`config.mk`:
```
export PLATFORM = sky130hd
export DESIGN_NAME = pport_mode0
export DESIGN_NICKNAME = d
export VERILOG_FILES = /design/src/pport_pkg.sv /design/src/pport_mode0.sv
export SDC_FILE = /design/constraint.sdc
export NUM_CORES = 1
export LEC_CHECK = 0
export ABC_AREA = 1
export BUFFER_PORTS_ARGS = -buffer_cell sky130_fd_sc_hd__buf_4
export CAP_MARGIN = 10
export CORE_MARGIN = 2
export CORE_UTILIZATION = 54
export DETAILED_ROUTE_END_ITERATION = 10
export PLACE_DENSITY = 0.81
export SKIP_LAST_GASP = 1
export SLEW_MARGIN = 20
export SYNTH_ARGS = -nofsm -noshare
export SYNTH_HDL_FRONTEND = slang
export SYNTH_SLANG_ARGS = --single-unit
```
`constraint.sdc`:
```
create_clock -name i_clock -period 1.8 [get_ports i_clock]
set_clock_uncertainty 0.05 [all_clocks]
set_input_delay 0.09 -clock i_clock [delete_from_list [all_inputs] [get_ports i_clock]]
set_output_delay 0.09 -clock i_clock [all_outputs]
set_load 0.01 [all_outputs]
```
`src/pport_pkg.sv`:
```
// Purpose: Shared constants for the two-port mode 0 parallel port block.
// Assumes: APB register map with 32-bit data, one register per aligned word.
// Notes: Handshake pins are asserted high; field positions refer to control bytes.
package pport_pkg;

   // --------
   // Register byte offsets
   // --------
   localparam logic [7:0] OFF_CTRL_A = 8'h00;
   localparam logic [7:0] OFF_CTRL_B = 8'h04;
   localparam logic [7:0] OFF_GEN_CTRL = 8'h08;
   localparam logic [7:0] OFF_STATUS = 8'h0c;
   localparam logic [7:0] OFF_DATA_A = 8'h10;
   localparam logic [7:0] OFF_DATA_B = 8'h14;
   localparam logic [7:0] OFF_DIR_A = 8'h18;
   localparam logic [7:0] OFF_DIR_B = 8'h1c;

   // --------
   // Control byte fields
   // --------
   localparam int CTL_STAT_SEL = 0;
   localparam int CTL_SVC_EN = 1;
   localparam int CTL_AUX_IRQ_EN = 2;
   localparam int CTL_AUX_LSB = 3;
   localparam int CTL_SUB_LSB = 6;
   localparam logic [1:0] SUB_DBUF_OUT = 2'h1;

   // ----------------------------------------------------------------
   // Status register: two bits per port, port B above port A
   // ----------------------------------------------------------------
   localparam int ST_IN_BIT = 0;
   localparam int ST_AUX_BIT = 1;
   localparam int ST_PORT_STRIDE = 2;

   // ----------------------------------------------------------------
   // Reset values
   // ----------------------------------------------------------------
   localparam logic [7:0] RST_CTRL = 8'h00;
   localparam logic [7:0] RST_DIR = 8'h00;
   localparam logic [7:0] RST_DATA = 8'h00;
   localparam logic [1:0] RST_GEN_CTRL = 2'h0;

   // ----------------------------------------------------------------
   // Handshake timing in clock cycles
   // ----------------------------------------------------------------
   localparam logic [1:0] HS_DELAY_CYC = 2'h2;
   localparam logic [2:0] PULSE_CYC = 3'h4;

endpackage : pport_pkg

```
`src/pport_mode0.sv`:
```
// Purpose: Mode 0 logic of two 8-bit parallel ports with programmable handshakes.
// Assumes: APB slave with one wait state; pins synchronous to i_clock.
// Notes: Handshake negation happens at the next clock edge, not asynchronously.
//
// Design decisions made here: the APB interface to the registers and the placing of the registers.
`timescale 1ns/1ps
module pport_mode0 #(
   parameter int WIDTH = 8
) (
   // Clock and reset
   input wire logic i_clock,
   input wire logic i_rst_n,
   // APB slave
   input wire logic i_psel,
   input wire logic i_penable,
   input wire logic i_pwrite,
   input wire logic [7:0] i_paddr,
   input wire logic [31:0] i_pwdata,
   output logic o_pready,
   output logic [31:0] o_prdata,
   output logic o_pslverr,
   // Port A pins
   input wire logic [WIDTH-1:0] i_port_a_pins,
   output logic [WIDTH-1:0] o_port_a_pins,
   output logic [WIDTH-1:0] o_port_a_oe,
   input wire logic i_hs_a_in,
   input wire logic i_hs_a_aux,
   output logic o_hs_a_aux,
   output logic o_hs_a_aux_oe,
   // Port B pins
   input wire logic [WIDTH-1:0] i_port_b_pins,
   output logic [WIDTH-1:0] o_port_b_pins,
   output logic [WIDTH-1:0] o_port_b_oe,
   input wire logic i_hs_b_in,
   input wire logic i_hs_b_aux,
   output logic o_hs_b_aux,
   output logic o_hs_b_aux_oe,
   // Requests
   output logic o_service_request,
   output logic o_dma_request
);

   // ----------------------------------------------------------------
   // Storage
   // ----------------------------------------------------------------
   logic [7:0] ctrl_reg [2];
   logic [WIDTH-1:0] dir_reg [2];
   logic [WIDTH-1:0] fol_reg [2];
   logic [WIDTH-1:0] iol_reg [2];

   logic fol_full_reg [2];
   logic iol_full_reg [2];

   logic in_q_reg [2];
   logic aux_q_reg [2];
   logic in_flag_reg [2];
   logic aux_flag_reg [2];

   logic aux_on_reg [2];
   logic armed_reg [2];
   logic aux_pin_reg [2];
   logic aux_oe_reg [2];
   logic [1:0] dly_reg [2];
   logic [2:0] pulse_reg [2];

   logic [1:0] gctrl_reg;

   logic pready_reg;
   logic [31:0] prdata_reg;
   logic pslverr_reg;

   logic svc_reg;
   logic dma_reg;

   // ----------------------------------------------------------------
   // Pin bundling
   // ----------------------------------------------------------------
   wire hs_in_w [2];
   wire hs_aux_w [2];
   wire [WIDTH-1:0] pins_w [2];

   wire [1:0] in_stat_w;
   wire [1:0] aux_stat_w;
   wire [1:0] svc_w;
   wire [1:0] dma_w;

   assign hs_in_w[0] = i_hs_a_in;
   assign hs_in_w[1] = i_hs_b_in;
   assign hs_aux_w[0] = i_hs_a_aux;
   assign hs_aux_w[1] = i_hs_b_aux;
   assign pins_w[0] = i_port_a_pins;
   assign pins_w[1] = i_port_b_pins;

   // ----------------------------------------------------------------
   // APB decode
   // ----------------------------------------------------------------
   // One wait state: pready rises at the first access edge, the transfer
   // completes at the next, which keeps read data coming from a flop.
   wire access_w = i_psel & i_penable;
   wire fire_w = access_w & pready_reg;
   wire wr_fire_w = fire_w & i_pwrite;
   wire hit_w = (i_paddr == pport_pkg::OFF_CTRL_A) | (i_paddr == pport_pkg::OFF_CTRL_B) |
                (i_paddr == pport_pkg::OFF_GEN_CTRL) | (i_paddr == pport_pkg::OFF_STATUS) |
                (i_paddr == pport_pkg::OFF_DATA_A) | (i_paddr == pport_pkg::OFF_DATA_B) |
                (i_paddr == pport_pkg::OFF_DIR_A) | (i_paddr == pport_pkg::OFF_DIR_B);
   wire wr_gctrl_w = wr_fire_w & (i_paddr == pport_pkg::OFF_GEN_CTRL);
   wire wr_status_w = wr_fire_w & (i_paddr == pport_pkg::OFF_STATUS);
   wire [3:0] status_w = {aux_stat_w[1], in_stat_w[1], aux_stat_w[0], in_stat_w[0]};

   // Data reads mix live pins for inputs with the latch for outputs.
   wire [WIDTH-1:0] rd_data_a_w = (pins_w[0] & ~dir_reg[0]) | (fol_reg[0] & dir_reg[0]);
   wire [WIDTH-1:0] rd_data_b_w = (pins_w[1] & ~dir_reg[1]) | (fol_reg[1] & dir_reg[1]);

   wire [31:0] rdata_w =
      (i_paddr == pport_pkg::OFF_CTRL_A) ? {24'h0, ctrl_reg[0]} :
      (i_paddr == pport_pkg::OFF_CTRL_B) ? {24'h0, ctrl_reg[1]} :
      (i_paddr == pport_pkg::OFF_GEN_CTRL) ? {30'h0, gctrl_reg} :
      (i_paddr == pport_pkg::OFF_STATUS) ? {28'h0, status_w} :
      (i_paddr == pport_pkg::OFF_DATA_A) ? 32'(rd_data_a_w) :
      (i_paddr == pport_pkg::OFF_DATA_B) ? 32'(rd_data_b_w) :
      (i_paddr == pport_pkg::OFF_DIR_A) ? 32'(dir_reg[0]) :
      (i_paddr == pport_pkg::OFF_DIR_B) ? 32'(dir_reg[1]) : 32'h0;

   always_ff @(posedge i_clock or negedge i_rst_n) begin
      if (!i_rst_n) begin
         pready_reg <= 1'b0;
         prdata_reg <= 32'h0;
         pslverr_reg <= 1'b0;
      end else begin
         pready_reg <= access_w & ~pready_reg;
         prdata_reg <= (access_w & ~pready_reg & ~i_pwrite) ? rdata_w : 32'h0;
         pslverr_reg <= access_w & ~pready_reg & ~hit_w;
      end
   end

   always_ff @(posedge i_clock or negedge i_rst_n) begin
      if (!i_rst_n) begin
         gctrl_reg <= pport_pkg::RST_GEN_CTRL;
      end else if (wr_gctrl_w) begin
         gctrl_reg <= i_pwdata[1:0];
      end
   end

   // ----------------------------------------------------------------
   // Per-port logic
   // ----------------------------------------------------------------
   genvar g;
   generate
      for (g = 0; g < 2; g++) begin : g_port
         localparam logic [7:0] OFF_CTRL = (g == 0) ? pport_pkg::OFF_CTRL_A : pport_pkg::OFF_CTRL_B;
         localparam logic [7:0] OFF_DATA = (g == 0) ? pport_pkg::OFF_DATA_A : pport_pkg::OFF_DATA_B;
         localparam logic [7:0] OFF_DIR = (g == 0) ? pport_pkg::OFF_DIR_A : pport_pkg::OFF_DIR_B;
         localparam int ST_IN = g * pport_pkg::ST_PORT_STRIDE + pport_pkg::ST_IN_BIT;
         localparam int ST_AUX = g * pport_pkg::ST_PORT_STRIDE + pport_pkg::ST_AUX_BIT;

         wire [7:0] ctrl_w = ctrl_reg[g];
         wire [2:0] aux_ctl_w = ctrl_w[pport_pkg::CTL_AUX_LSB +: 3];
         wire sm01_w = ctrl_w[pport_pkg::CTL_SUB_LSB +: 2] == pport_pkg::SUB_DBUF_OUT;
         wire pair_en_w = gctrl_reg[g];
         wire aux_in_w = ~aux_ctl_w[2];

         // Handshake modes exist only with the double-buffered output;
         // in bit I/O the middle field bit is ignored.
         wire hs_mode_w = sm01_w & aux_ctl_w[2] & aux_ctl_w[1];
         wire pulsed_w = hs_mode_w & aux_ctl_w[0];
         wire in_rise_w = hs_in_w[g] & ~in_q_reg[g];
         wire aux_rise_w = hs_aux_w[g] & ~aux_q_reg[g];

         wire wr_ctrl_w = wr_fire_w & (i_paddr == OFF_CTRL);
         wire wr_data_w = wr_fire_w & (i_paddr == OFF_DATA);
         wire wr_dir_w = wr_fire_w & (i_paddr == OFF_DIR);

         wire clr_in_w = wr_status_w & i_pwdata[ST_IN];
         wire clr_aux_w = wr_status_w & i_pwdata[ST_AUX];

         // In a handshake mode, input edges do not touch the data path until the
         // aux pin has been asserted for the byte in the final latch.
         wire ack_w = sm01_w & pair_en_w & in_rise_w & fol_full_reg[g] &
                      (~hs_mode_w | armed_reg[g]);
         wire start_w = hs_mode_w & pair_en_w & (dly_reg[g] == 2'h1);

         logic [WIDTH-1:0] fol_next;
         logic [WIDTH-1:0] iol_next;
         logic fol_full_next;
         logic iol_full_next;
         logic load_next;
         logic aux_on_next;
         logic armed_next;
         logic in_flag_next;
         logic aux_flag_next;

         // Output latches: the initial latch feeds the final latch as soon
         // as the final one is free; a write to two full latches is dropped.
         always_comb begin
            fol_next = fol_reg[g];
            iol_next = iol_reg[g];
            fol_full_next = fol_full_reg[g] & ~ack_w;
            iol_full_next = iol_full_reg[g];
            load_next = 1'b0;
            if (!sm01_w) begin
               fol_full_next = 1'b0;
               iol_full_next = 1'b0;
               if (wr_data_w) begin
                  fol_next = i_pwdata[WIDTH-1:0];
               end
            end else begin
               if (!fol_full_next && iol_full_next) begin
                  fol_next = iol_reg[g];
                  fol_full_next = 1'b1;
                  iol_full_next = 1'b0;
                  load_next = 1'b1;
               end
               if (wr_data_w) begin
                  if (!fol_full_next) begin
                     fol_next = i_pwdata[WIDTH-1:0];
                     fol_full_next = 1'b1;
                     load_next = 1'b1;
                  end else if (!iol_full_next) begin
                     iol_next = i_pwdata[WIDTH-1:0];
                     iol_full_next = 1'b1;
                  end
               end
            end
         end

         // Aux output handshake.
         always_comb begin
            aux_on_next = aux_on_reg[g];
            armed_next = armed_reg[g];
            if (!hs_mode_w || !pair_en_w || ack_w) begin
               aux_on_next = 1'b0;
               armed_next = 1'b0;
            end else if (start_w) begin
               aux_on_next = 1'b1;
               armed_next = 1'b1;
            end else if (pulsed_w && pulse_reg[g] == 3'h1) begin
               aux_on_next = 1'b0;
            end
         end

         // Sticky edge flags; the set beats a software clear in the same cycle.
         always_comb begin
            in_flag_next = in_flag_reg[g];
            aux_flag_next = aux_flag_reg[g];
            if (!pair_en_w || sm01_w) begin
               in_flag_next = 1'b0;
            end else if (in_rise_w) begin
               in_flag_next = 1'b1;
            end else if (clr_in_w) begin
               in_flag_next = 1'b0;
            end
            if (!pair_en_w || !aux_in_w) begin
               aux_flag_next = 1'b0;
            end else if (aux_rise_w) begin
               aux_flag_next = 1'b1;
            end else if (clr_aux_w) begin
               aux_flag_next = 1'b0;
            end
         end

         wire room_w = ~(fol_full_reg[g] & iol_full_reg[g]);
         wire empty_w = ~fol_full_reg[g] & ~iol_full_reg[g];
         wire lvl_w = ctrl_w[pport_pkg::CTL_STAT_SEL] ? empty_w : room_w;
         assign in_stat_w[g] = sm01_w ? lvl_w : in_flag_reg[g];
         assign aux_stat_w[g] = aux_flag_reg[g];
         assign svc_w[g] = (ctrl_w[pport_pkg::CTL_SVC_EN] & in_stat_w[g]) |
                           (ctrl_w[pport_pkg::CTL_AUX_IRQ_EN] & aux_flag_reg[g]);
         assign dma_w[g] = sm01_w & ctrl_w[pport_pkg::CTL_SVC_EN] & in_stat_w[g];

         // Fixed levels come from the low field bit in both submodes.
         wire aux_pin_next = hs_mode_w ? aux_on_next : (aux_ctl_w[2] & aux_ctl_w[0]);

         always_ff @(posedge i_clock or negedge i_rst_n) begin
            if (!i_rst_n) begin
               ctrl_reg[g] <= pport_pkg::RST_CTRL;
               dir_reg[g] <= WIDTH'(pport_pkg::RST_DIR);
               fol_reg[g] <= WIDTH'(pport_pkg::RST_DATA);
               iol_reg[g] <= WIDTH'(pport_pkg::RST_DATA);
               fol_full_reg[g] <= 1'b0;
               iol_full_reg[g] <= 1'b0;
               in_q_reg[g] <= 1'b0;
               aux_q_reg[g] <= 1'b0;
               in_flag_reg[g] <= 1'b0;
               aux_flag_reg[g] <= 1'b0;
               aux_on_reg[g] <= 1'b0;
               armed_reg[g] <= 1'b0;
               aux_pin_reg[g] <= 1'b0;
               aux_oe_reg[g] <= 1'b0;
               dly_reg[g] <= 2'h0;
               pulse_reg[g] <= 3'h0;
            end else begin
               if (wr_ctrl_w) begin
                  ctrl_reg[g] <= i_pwdata[7:0];
               end
               if (wr_dir_w) begin
                  dir_reg[g] <= i_pwdata[WIDTH-1:0];
               end
               fol_reg[g] <= fol_next;
               iol_reg[g] <= iol_next;
               fol_full_reg[g] <= fol_full_next;
               iol_full_reg[g] <= iol_full_next;
               in_q_reg[g] <= hs_in_w[g];
               aux_q_reg[g] <= hs_aux_w[g];
               in_flag_reg[g] <= in_flag_next;
               aux_flag_reg[g] <= aux_flag_next;
               aux_on_reg[g] <= aux_on_next;
               armed_reg[g] <= armed_next;
               aux_pin_reg[g] <= aux_pin_next;
               aux_oe_reg[g] <= aux_ctl_w[2];
               dly_reg[g] <= load_next ? pport_pkg::HS_DELAY_CYC :
                             (dly_reg[g] != 2'h0) ? dly_reg[g] - 2'h1 : 2'h0;
               pulse_reg[g] <= start_w ? pport_pkg::PULSE_CYC :
                               (pulse_reg[g] != 3'h0) ? pulse_reg[g] - 3'h1 : 3'h0;
            end
         end
      end
   endgenerate

   // ----------------------------------------------------------------
   // Requests
   // ----------------------------------------------------------------
   always_ff @(posedge i_clock or negedge i_rst_n) begin
      if (!i_rst_n) begin
         svc_reg <= 1'b0;
         dma_reg <= 1'b0;
      end else begin
         svc_reg <= |svc_w;
         dma_reg <= |dma_w;
      end
   end

   // ----------------------------------------------------------------
   // Outputs
   // ----------------------------------------------------------------
   assign o_pready = pready_reg;
   assign o_prdata = prdata_reg;
   assign o_pslverr = pslverr_reg;

   assign o_port_a_pins = fol_reg[0];
   assign o_port_a_oe = dir_reg[0];
   assign o_port_b_pins = fol_reg[1];
   assign o_port_b_oe = dir_reg[1];

   assign o_hs_a_aux = aux_pin_reg[0];
   assign o_hs_a_aux_oe = aux_oe_reg[0];
   assign o_hs_b_aux = aux_pin_reg[1];
   assign o_hs_b_aux_oe = aux_oe_reg[1];

   assign o_service_request = svc_reg;
   assign o_dma_request = dma_reg;

endmodule : pport_mode0

```
==> results.yml, run 1 <==
grt:
  gr-usage-all-layers: 0.2771
  overflow: 0
  grt_pass1_wl_mm: 23.69
  grt_max_degree: 50
  antenna_found_initial: 0
  grt_pass1_vias: 4783
drt:
  wirelength_mm: 15.23
  first_iter_violations: 377
  firstDrtPassIters: 5
  drc: 0
  vias_per_cell: 5.404
  drt-wirelength-per-cell_microns: 16.15
  num_vias: 5096
  ant_nets: 0
worst_setup_path:
  r2r_cells: 9
  start_kind: "flip-flop"
  cp.arrival_ns: 1.95
  reg2reg_slack_ns: 0.04
  crit_path_frequent_cell: "nand2_1"
  cp_max_fo: 7
  cp_cell_sequence: "nand3b_1 > nor2_1 > nand2_1 > nand2_2 > nand3_2 > nand2_4 > clkinvlp_4 > nand2_1 > o211ai_1"
  r2r-end: "o_port_a_pins[6]$_DFFE_PN0P_"
  crit_buf_inv: 1
  crit_required_ns: 1.99
  critical_path.max_stage_delay_ns: 0.42
  crit_family: "simple AND/OR/NAND/NOR gates"
  r2r-start: "g_port[0].ctrl_w[7]$_DFFE_PN0P_"
  cp-end-kind: "flip-flop"
  worstSetupPathType: "flip-flop to flip-flop"
  cpMaxStageDelayCell: "dfrtp_1"
place:
  gp_congestion: 0.9205
  placed_area_sq_um: 6355
  dp_hpwl_mm: 11.19
  portBuffers: 88
  place_ws_ns: -0.02046
cts:
  clk_transition_reported_paths_ns: 0.10
  ctsHtreeMaxLevel: 3
  numCtsBuffers: 9
  cts_buffer_depth: 2
  root_buffer: "clkbuf_8"
  clkSinkCount: 108
  cts_tree: "yes"
  clkLatencyLatePin_ns: 0.37
timing:
  fmax_mhz: 569.1
  fin_ws_ns: 0.04286
  hold_slack_ns: 0.07536
  hold_violations: 0
  post-route-period-util: 0.9762
  rsz0062_at_grt: "yes"
  finalSetupViolations: 0
  fin_setup_tns_ns: 0
  finalCriticalPeriod_ns: 1.757
  slew_violations: 0
synth:
  synth_top_area_frac: 0.4918
  syn_inst: 673
  synth.distinct_cells: 39
  async_reset_ff_frac: 1.000
  seq_area_frac_synth: 0.4918
  synth_warnings: 0
  synth_area_leaders: "dfrtp_1 (49%), nand2_1 (13%), o21ai_0 (6.5%), nand3_1 (5.5%), inv_1 (4.6%)"
  synth_area_per_cell_sq_um: 8.165
  synth_top_cells_by_count: "nand2_1 (186), dfrtp_1 (108), o21ai_0 (71)"
  synth_edf_count: 0
  synth_area_sq_um: 5495
  ys_ff_latch: 108
  post-synth-top-count-cell: "nand2_1"
  ys_dominant_reg_cell: "dfrtp_1"
  yosys.area.top_type: "dfrtp_1"
floorplanning:
  core-area_sq_um: 9819
  io_pins: 137
  die-width_microns: 104.9
  dieArea_sq_um: 11000
  rows: 36
  die_height_microns: 104.9
  initial_utilization: 0.5596
worst_hold_path:
  min_from: "i_pwrite"
  hold_class: "primary input to flip-flop"
  min_to: "o_prdata[1]$_DFF_PN0_"
  worstHoldPathCells: 6
final_layout:
  areaGrowthSynthToFinish_pct: 24.77
  n_fill_cell: 781
  diodes: 0
  fin_util: 0.6983
  drive_gt1_frac: 0.2148
  stdcell_area_sq_um: 6857
  finalNetCount: 874
job:
  drv_cap: 0
power_and_ir_drop:
  leakage_nw: 3.457
  p_per_area_nw_per_um2: 633.3
  peakVddDrop_uv: 394.4
outcome:
  status: "complete, no violations"
[metal layers]
layer | global-route usage | up-vias | wire length (microns)
met2 | 0.4355 | 256 | 7074
li1 | - | 2418 | -
met1 | 0.3813 | 2384 | 6392
met4 | 0.1333 | 0 | 556
met3 | 0.03618 | 38 | 1206
met5 | 0 | - | 0
[worst min-delay path, cell delays in order]
cell and delay [ns]:
buf_4 0.09, inv_1 0.04, nand2_2 0.10, nor2_1 0.06, nand2_1 0.06, inv_1 0.04
[repair_timing]
action | 4_1_cts | 5_1_grt
setup endpoints to repair | 0 | 60
endpoints found under the hold margin | 129 | 0
gates resized for setup | 0 | 14
hold buffers | 15 | 0
setup buffers | 0 | 10
[kinds of logic after synthesis]
| group | Yosys count | share of synthesized area |
|---|---|---|
| AO/OA/AOI/OAI | 122 | 0.1189 |
| adder cells (fa/ha/maj) | 5 | 0.01093 |
| buffers and inverters | 106 | 0.09221 |
| flip-flops | 108 | 0.4918 |
| multiplexers | 10 | 0.01867 |
| other | 1 | 0.0006824 |
| AND/OR/NAND/NOR | 321 | 0.2668 |
[power by group]
group,total [W],switching (W),internal (W)
clock,0.00154,0.000821,0.000719
combinational,0.000346,0.000209,0.000137
sequential,0.00246,0.0000144,0.00244
total,0.00434,0.00104,0.00330
[layout by cell type (no fill, tap or decap), types with 2 or more instances in the layout]
master           n
a21oi_1         23
a22oi_1          2
buf_12           3
buf_4          116
clkbuf_8        11
clkinvlp_4       6
conb_1          24
dfrtp_1        108
dlygate4sd3_1   15
ha_1             4
inv_1           65
mux2_2           2
mux2i_1          8
nand2_1        181
nand2_2          8
nand2_4          4
nand3_1         59
nand3b_1         2
nand4_1          6
nor2_1          33
nor2_2           3
nor2_4           5
nor2_8           2
nor3_1           6
nor4_1           2
o211ai_1         8
o21ai_0         71
o21ai_1          9
o21bai_1         2
o22ai_1          5
or2_2            4
[cell type report]
class | instances | area [sq um] | area share
Sequential cell | 108 | 2703 | 0.3942
Multi-Input combinational cell | 482 | 2416 | 0.3524
Timing Repair Buffer | 136 | 1097 | 0.1600
Inverter | 68 | 262.8 | 0.03832
Tap cell | 133 | 166.4 | 0.02427
Clock buffer | 11 | 151.4 | 0.02208
Clock inverter | 5 | 60.06 | 0.008759
[stage by stage]
stage | instances | power, W
after floorplan | 696 | 0.002649
after global placement | 902 | 0.002810
after detailed placement | 902 | 0.002816
after CTS | 933 | 0.004352
after global routing | 943 | 0.004477
final | 943 | 0.004342
[how the worst max path moves through the flow]
stage                                     from                            to  slack [ns]  cells past startpoint
3_3_place_gp                        i_paddr[7]  o_port_a_pins[6]$_DFFE_PN0P_        0.05                     11
2_1_floorplan  g_port[1].ctrl_w[7]$_DFFE_PN0P_  o_port_b_pins[2]$_DFFE_PN0P_        0.14                     10
6_report       g_port[0].ctrl_w[7]$_DFFE_PN0P_  o_port_a_pins[6]$_DFFE_PN0P_        0.04                      9
4_1_cts                     o_pready$_DFF_PN0_  o_port_a_pins[6]$_DFFE_PN0P_        0.03                      7
3_5_place_dp                        i_paddr[7]  o_port_a_pins[5]$_DFFE_PN0P_       -0.02                     11
5_1_grt        g_port[0].ctrl_w[7]$_DFFE_PN0P_  o_port_a_pins[5]$_DFFE_PN0P_       -0.04                      9
No activity file was read; power rests on OpenSTA's default activity.
==> run 2: changes to the inputs <==
--- a/config.mk
+++ b/config.mk
@@ -8,7 +8,6 @@
 export ABC_AREA = 1
 export BUFFER_PORTS_ARGS = -buffer_cell sky130_fd_sc_hd__buf_4
 export CAP_MARGIN = 10
-export CORE_MARGIN = 2
 export CORE_UTILIZATION = 54
 export DETAILED_ROUTE_END_ITERATION = 10
 export PLACE_DENSITY = 0.81
==> run 2 against run 1 <==
Against the previous run: via count barely moved; cell area fell by 1.7%; routed wire length fell by 2.8%; critical path depth fell by 1; largest power group unchanged; highest routed layer unchanged.
==> results.yml, run 2 (synthesis results as in run 1) <==
timing:
  finalCriticalPeriod_ns: 1.713
  hold_violations: 0
  post-route-period-util: 0.9519
  slew_violations: 0
  fmax_mhz: 583.6
  finalSetupViolations: 0
  rsz0062_at_grt: "yes"
worst_hold_path:
  min_from: "i_pwrite"
  hold_class: "primary input to flip-flop"
floorplanning:
  io_pins: 137
  dieArea_sq_um: 10580
  initial_utilization: 0.5596
  die_height_microns: 102.9
  core-area_sq_um: 9819
  rows: 36
  die-width_microns: 102.9
job:
  drv_cap: 0
worst_setup_path:
  cp-end-kind: "flip-flop"
  r2r-start: "o_pready$_DFF_PN0_"
  cp_max_fo: 9
  critPathLaunch: "o_pready$_DFF_PN0_"
  cp.arrival_ns: 1.92
  reg2reg_slack_ns: 0.09
  crit_required_ns: 2.01
  start_kind: "flip-flop"
  worstSetupPathType: "flip-flop to flip-flop"
grt:
  gr-usage-all-layers: 0.2949
  grt_max_degree: 41
  overflow: 0
  grt_pass1_wl_mm: 22.94
  antenna_found_initial: 0
  grt_pass1_vias: 4633
power_and_ir_drop:
  netSwitchingPower_w: 0.0009858
  p_sw_frac: 0.2401
  intPower_w: 0.003119
  peakVddDrop_uv: 355.2
  p_seq_frac: 0.598
  leakage_nw: 3.436
  p_per_area_nw_per_um2: 609.2
  pwr-share-clk: 0.318
  comb_power_share: 0.084
drt:
  firstDrtPassIters: 6
  drc: 0
  drt-wirelength-per-cell_microns: 15.81
  wl_met1_mm: 6.171
  num_vias: 5092
  highest_layer: "met4"
  wl_met2_mm: 6.824
  vias_per_cell: 5.440
  first_iter_violations: 371
  wirelength_mm: 14.80
  ant_nets: 0
  wl_met3_mm: 1.212
final_layout:
  mostFrequentLayoutCells: "nand2_1 (179), buf_4 (111), dfrtp_1 (108), o21ai_0 (71), inv_1 (65)"
  fin_util: 0.6863
  final_common_cell: "nand2_1"
  diodes: 0
  finalNetCount: 867
  areaGrowthSynthToFinish_pct: 22.63
  drive_gt1_frac: 0.2030
  instances_no_fill: 936
place:
  placed_cells: 902
  portBuffers: 88
  gp_congestion: 0.9464
  dp_hpwl_mm: 11.06
cts:
  clk_transition_reported_paths_ns: 0.10
  clkSinkCount: 108
  root_buffer: "clkbuf_8"
  numCtsBuffers: 9
  clkLatencyLatePin_ns: 0.37
  cts_buffer_depth: 2
  ctsHtreeMaxLevel: 3
  cts_tree: "yes"
outcome:
  status: "complete, no violations"
[run 2: cell types whose count changed in the layout (fill, tap and decap cells not counted), sizes merged]
cell	previous run	this run
clkbuf	12	14
nand3	61	62
bufinv	1	0
buf	120	113
inv	66	68
clkinv	0	2
clkinvlp	6	0
[run 2: power groups by stage]
| stage | sequential (W) | combinational (W) | clock, W |
|---|---|---|---|
| after floorplan | 0.00251 | 0.000142 | 0 |
| after global placement | 0.00250 | 0.000305 | 0 |
| after detailed placement | 0.00250 | 0.000311 | 0 |
| after CTS | 0.00246 | 0.000338 | 0.00132 |
| after global routing | 0.00246 | 0.000379 | 0.00140 |
| final | 0.00245 | 0.000344 | 0.00131 |
[run 2: path summary, 6_finish.rpt]
path                            depth (start not counted)                            to
worst min register to register                          1          dly_reg[0]$_DFF_PN0_
max in group asynchronous                               3        iol_reg[9]$_DFFE_PN0P_
min in group asynchronous                               2  o_port_b_pins[3]$_DFFE_PN0P_
worst max register to register                          8        iol_reg[1]$_DFFE_PN0P_
worst min-delay path                                    6         o_prdata[6]$_DFF_PN0_
worst max-delay path                                    8        iol_reg[1]$_DFFE_PN0P_
[run 2: routing by layer]
layer / vias to the layer above / GRT usage
li1: 2405 / -
met3: 47 / 0.04339
met5: - / 0
met1: 2385 / 0.3997
met4: 0 / 0.1603
met2: 255 / 0.4595
[run 2: area by class of cell]
cell class	count	area, sq um
multi-input combinational	483	2426
clock inverter	2	10.01
fill	779	3080
tap	133	166.4
sequential	108	2703
inverter	68	257.7
clock buffer	14	152.6
timing repair buffer	128	1023
[run 2: critical path: stages, from the launching register on]
cell and delay, ns:
dfrtp_1 0.37, nand4_1 0.20, buf_4 0.23, nor2_8 0.19
inv_2 0.08, nor2_4 0.17, nand3_4 0.15, nand2_1 0.10
o21ai_1 0.07
[run 2: timing repair]
action	CTS	global route
resized for setup	0	14
setup buffers	0	2
endpoints found under the hold margin	54	0
hold buffers	15	0
setup endpoints to repair	0	52
[run 2: through the flow]
step / setup TNS (ns) / setup WS (ns) / hold WS, ns / total power, W / area, sq um
finish: 0 / 0.08654 / 0.09816 / 0.004105 / 6739
global route: -0.3381 / -0.05857 / 0.1170 / 0.004238 / 6739
CTS: 0 / 0.005680 / 0.1111 / 0.004114 / 6668
detailed placement: 0 / 0.02644 / 0.03107 / 0.002814 / 6355
global placement: 0 / 0.07405 / 0.02729 / 0.002808 / 6355
floorplan: 0 / 0.1431 / -0.2556 / 0.002649 / 5582
==> run 3: changes to the inputs <==
--- a/config.mk
+++ b/config.mk
@@ -8,9 +8,8 @@
 export ABC_AREA = 1
 export BUFFER_PORTS_ARGS = -buffer_cell sky130_fd_sc_hd__buf_4
 export CAP_MARGIN = 10
-export CORE_UTILIZATION = 54
+export CORE_UTILIZATION = 40
 export DETAILED_ROUTE_END_ITERATION = 10
-export PLACE_DENSITY = 0.81
 export SKIP_LAST_GASP = 1
 export SLEW_MARGIN = 20
 export SYNTH_ARGS = -nofsm -noshare
==> run 3 against run 2 <==
Against the previous run: the flow now finishes with violations (hold timing); global-route usage down 6.3 points; final cell count up 5.0%; combinational power down 2%; sequential power about the same; cell area up 3.8%; largest cell class unchanged.
==> results.yml, run 3 (synthesis results as in run 1) <==
drt:
  first_iter_violations: 315
  firstDrtPassIters: 5
  wirelength_mm: 15.72
  drt-wirelength-per-cell_microns: 15.99
  ant_nets: 0
  drc: 0
  vias_per_cell: 5.039
  num_vias: 4953
floorplanning:
  die-width_microns: 119.2
  die_height_microns: 119.2
  dieArea_sq_um: 14210
  initial_utilization: 0.4133
  core-area_sq_um: 13300
  rows: 42
  io_pins: 137
power_and_ir_drop:
  peakVddDrop_uv: 429.6
  pwr-share-clk: 0.453
  comb_power_share: 0.066
  p_sw_frac: 0.2218
  intPower_w: 0.003971
  p_seq_frac: 0.481
  netSwitchingPower_w: 0.001132
  p_per_area_nw_per_um2: 729.3
  power_w: 0.005103
  leakage_nw: 3.535
job:
  drv_cap: 0
outcome:
  violations: "hold timing"
  status: "finished with violations"
timing:
  fin_ws_ns: 0.1371
  finalSetupViolations: 0
  rsz0062_at_grt: "yes"
  hold_slack_ns: -0.01257
  hold_violations: 1
  fmax_mhz: 601.4
  finalCriticalPeriod_ns: 1.663
  slew_violations: 0
  post-route-period-util: 0.9238
cts:
  clk_transition_reported_paths_ns: 0.07
  clkLatencyLatePin_ns: 0.36
  cts_buffer_depth: 2
  clkSinkCount: 108
  root_buffer: "clkbuf_16"
  numCtsBuffers: 9
  cts_tree: "yes"
  ctsHtreeMaxLevel: 3
place:
  gp_congestion: 0.8893
  placed_area_sq_um: 6454
  place_ws_ns: 0.02857
  portBuffers: 88
  dp_hpwl_mm: 11.81
grt:
  gr-usage-all-layers: 0.2317
  overflow: 0
  grt_pass1_wl_mm: 24.85
  antenna_found_initial: 0
  grt_max_degree: 57
  grt_pass1_vias: 4764
final_layout:
  finalNetCount: 871
  areaGrowthSynthToFinish_pct: 27.32
  final_common_cell: "nand2_1"
  diodes: 0
  drive_gt1_frac: 0.2131
  stdcell_area_sq_um: 6997
  mostFrequentLayoutCells: "nand2_1 (181), buf_4 (117), dfrtp_1 (108), o21ai_0 (70), inv_1 (65)"
  fin_util: 0.5263
worst_setup_path:
  start_kind: "flip-flop"
  cp.arrival_ns: 1.84
  crit_required_ns: 1.98
  reg2reg_slack_ns: 0.14
  cp_max_fo: 8
  worstSetupPathType: "flip-flop to flip-flop"
  cp-end-kind: "flip-flop"
worst_hold_path:
  hold_class: "primary input to flip-flop"
-- run 3: cell count changes in the layout (fill, tap and decap cells not counted), sizes merged --
cell,change
dlygate4sd3,-2
clkbuf,-4
buf,+6
bufinv,+3
clkinvlp,+1
-- run 3: final timing paths --
check	start	endpoint	cells past startpoint
max reg2reg	o_pready$_DFF_PN0_	iol_reg[0]$_DFFE_PN0P_	9
max	o_pready$_DFF_PN0_	iol_reg[0]$_DFFE_PN0P_	9
min in group asynchronous	i_rst_n	o_port_a_pins[5]$_DFFE_PN0P_	2
min reg2reg	dly_reg[0]$_DFF_PN0_	dly_reg[0]$_DFF_PN0_	1
max in group asynchronous	i_rst_n	o_port_b_pins[2]$_DFFE_PN0P_	3
min	i_psel	o_pslverr$_DFF_PN0_	3
-- run 3: power by group through the flow --
stage | Sequential [W] | Combinational [W] | Clock, W
global placement | 0.00250 | 0.000310 | 0
floorplan | 0.00251 | 0.000142 | 0
detailed placement | 0.00250 | 0.000313 | 0
finish | 0.00246 | 0.000336 | 0.00231
CTS | 0.00246 | 0.000338 | 0.00234
global route | 0.00246 | 0.000369 | 0.00243
-- run 3: metrics by stage --
stage	TNS, ns	std cells
final	0	983
after global routing	-0.2236	983
after CTS	0	981
after detailed placement	0	951
after global placement	0	951
after floorplan	0	696
-- run 3: cell type report --
type                       count  area, sq um
fill                        1284         6299
sequential                   108         2703
multi-input combinational    483         2420
timing repair buffer         132         1049
inverter                      68        255.2
clock buffer                  10        239.0
tap                          176        220.2
clock inverter                 6        111.4
-- run 3: routing by layer --
metal	wire, microns	track usage	part of all wire
met2	7063	0.3547	0.45
met4	374	0.1013	0.024
met3	1132	0.04262	0.072
met5	0	0	0
met1	7146	0.3199	0.45
-- run 3: worst max-delay path, stage by stage (launching register included) --
cell     delay (ns)
dfrtp_1        0.41
nand4_1        0.11
buf_4          0.17
buf_4          0.15
nor2_8         0.12
inv_2          0.06
nor2_4         0.16
nand3_4        0.15
nand2_1        0.08
o21ai_1        0.06
-- run 3: repair_timing --
| item | CTS | global route |
|---|---|---|
| hold endpoints to repair | 44 | 0 |
| gates resized for setup | 0 | 13 |
| hold buffers | 14 | 0 |
| endpoints found under the setup margin | 0 | 60 |
| buffers inserted | 0 | 2 |
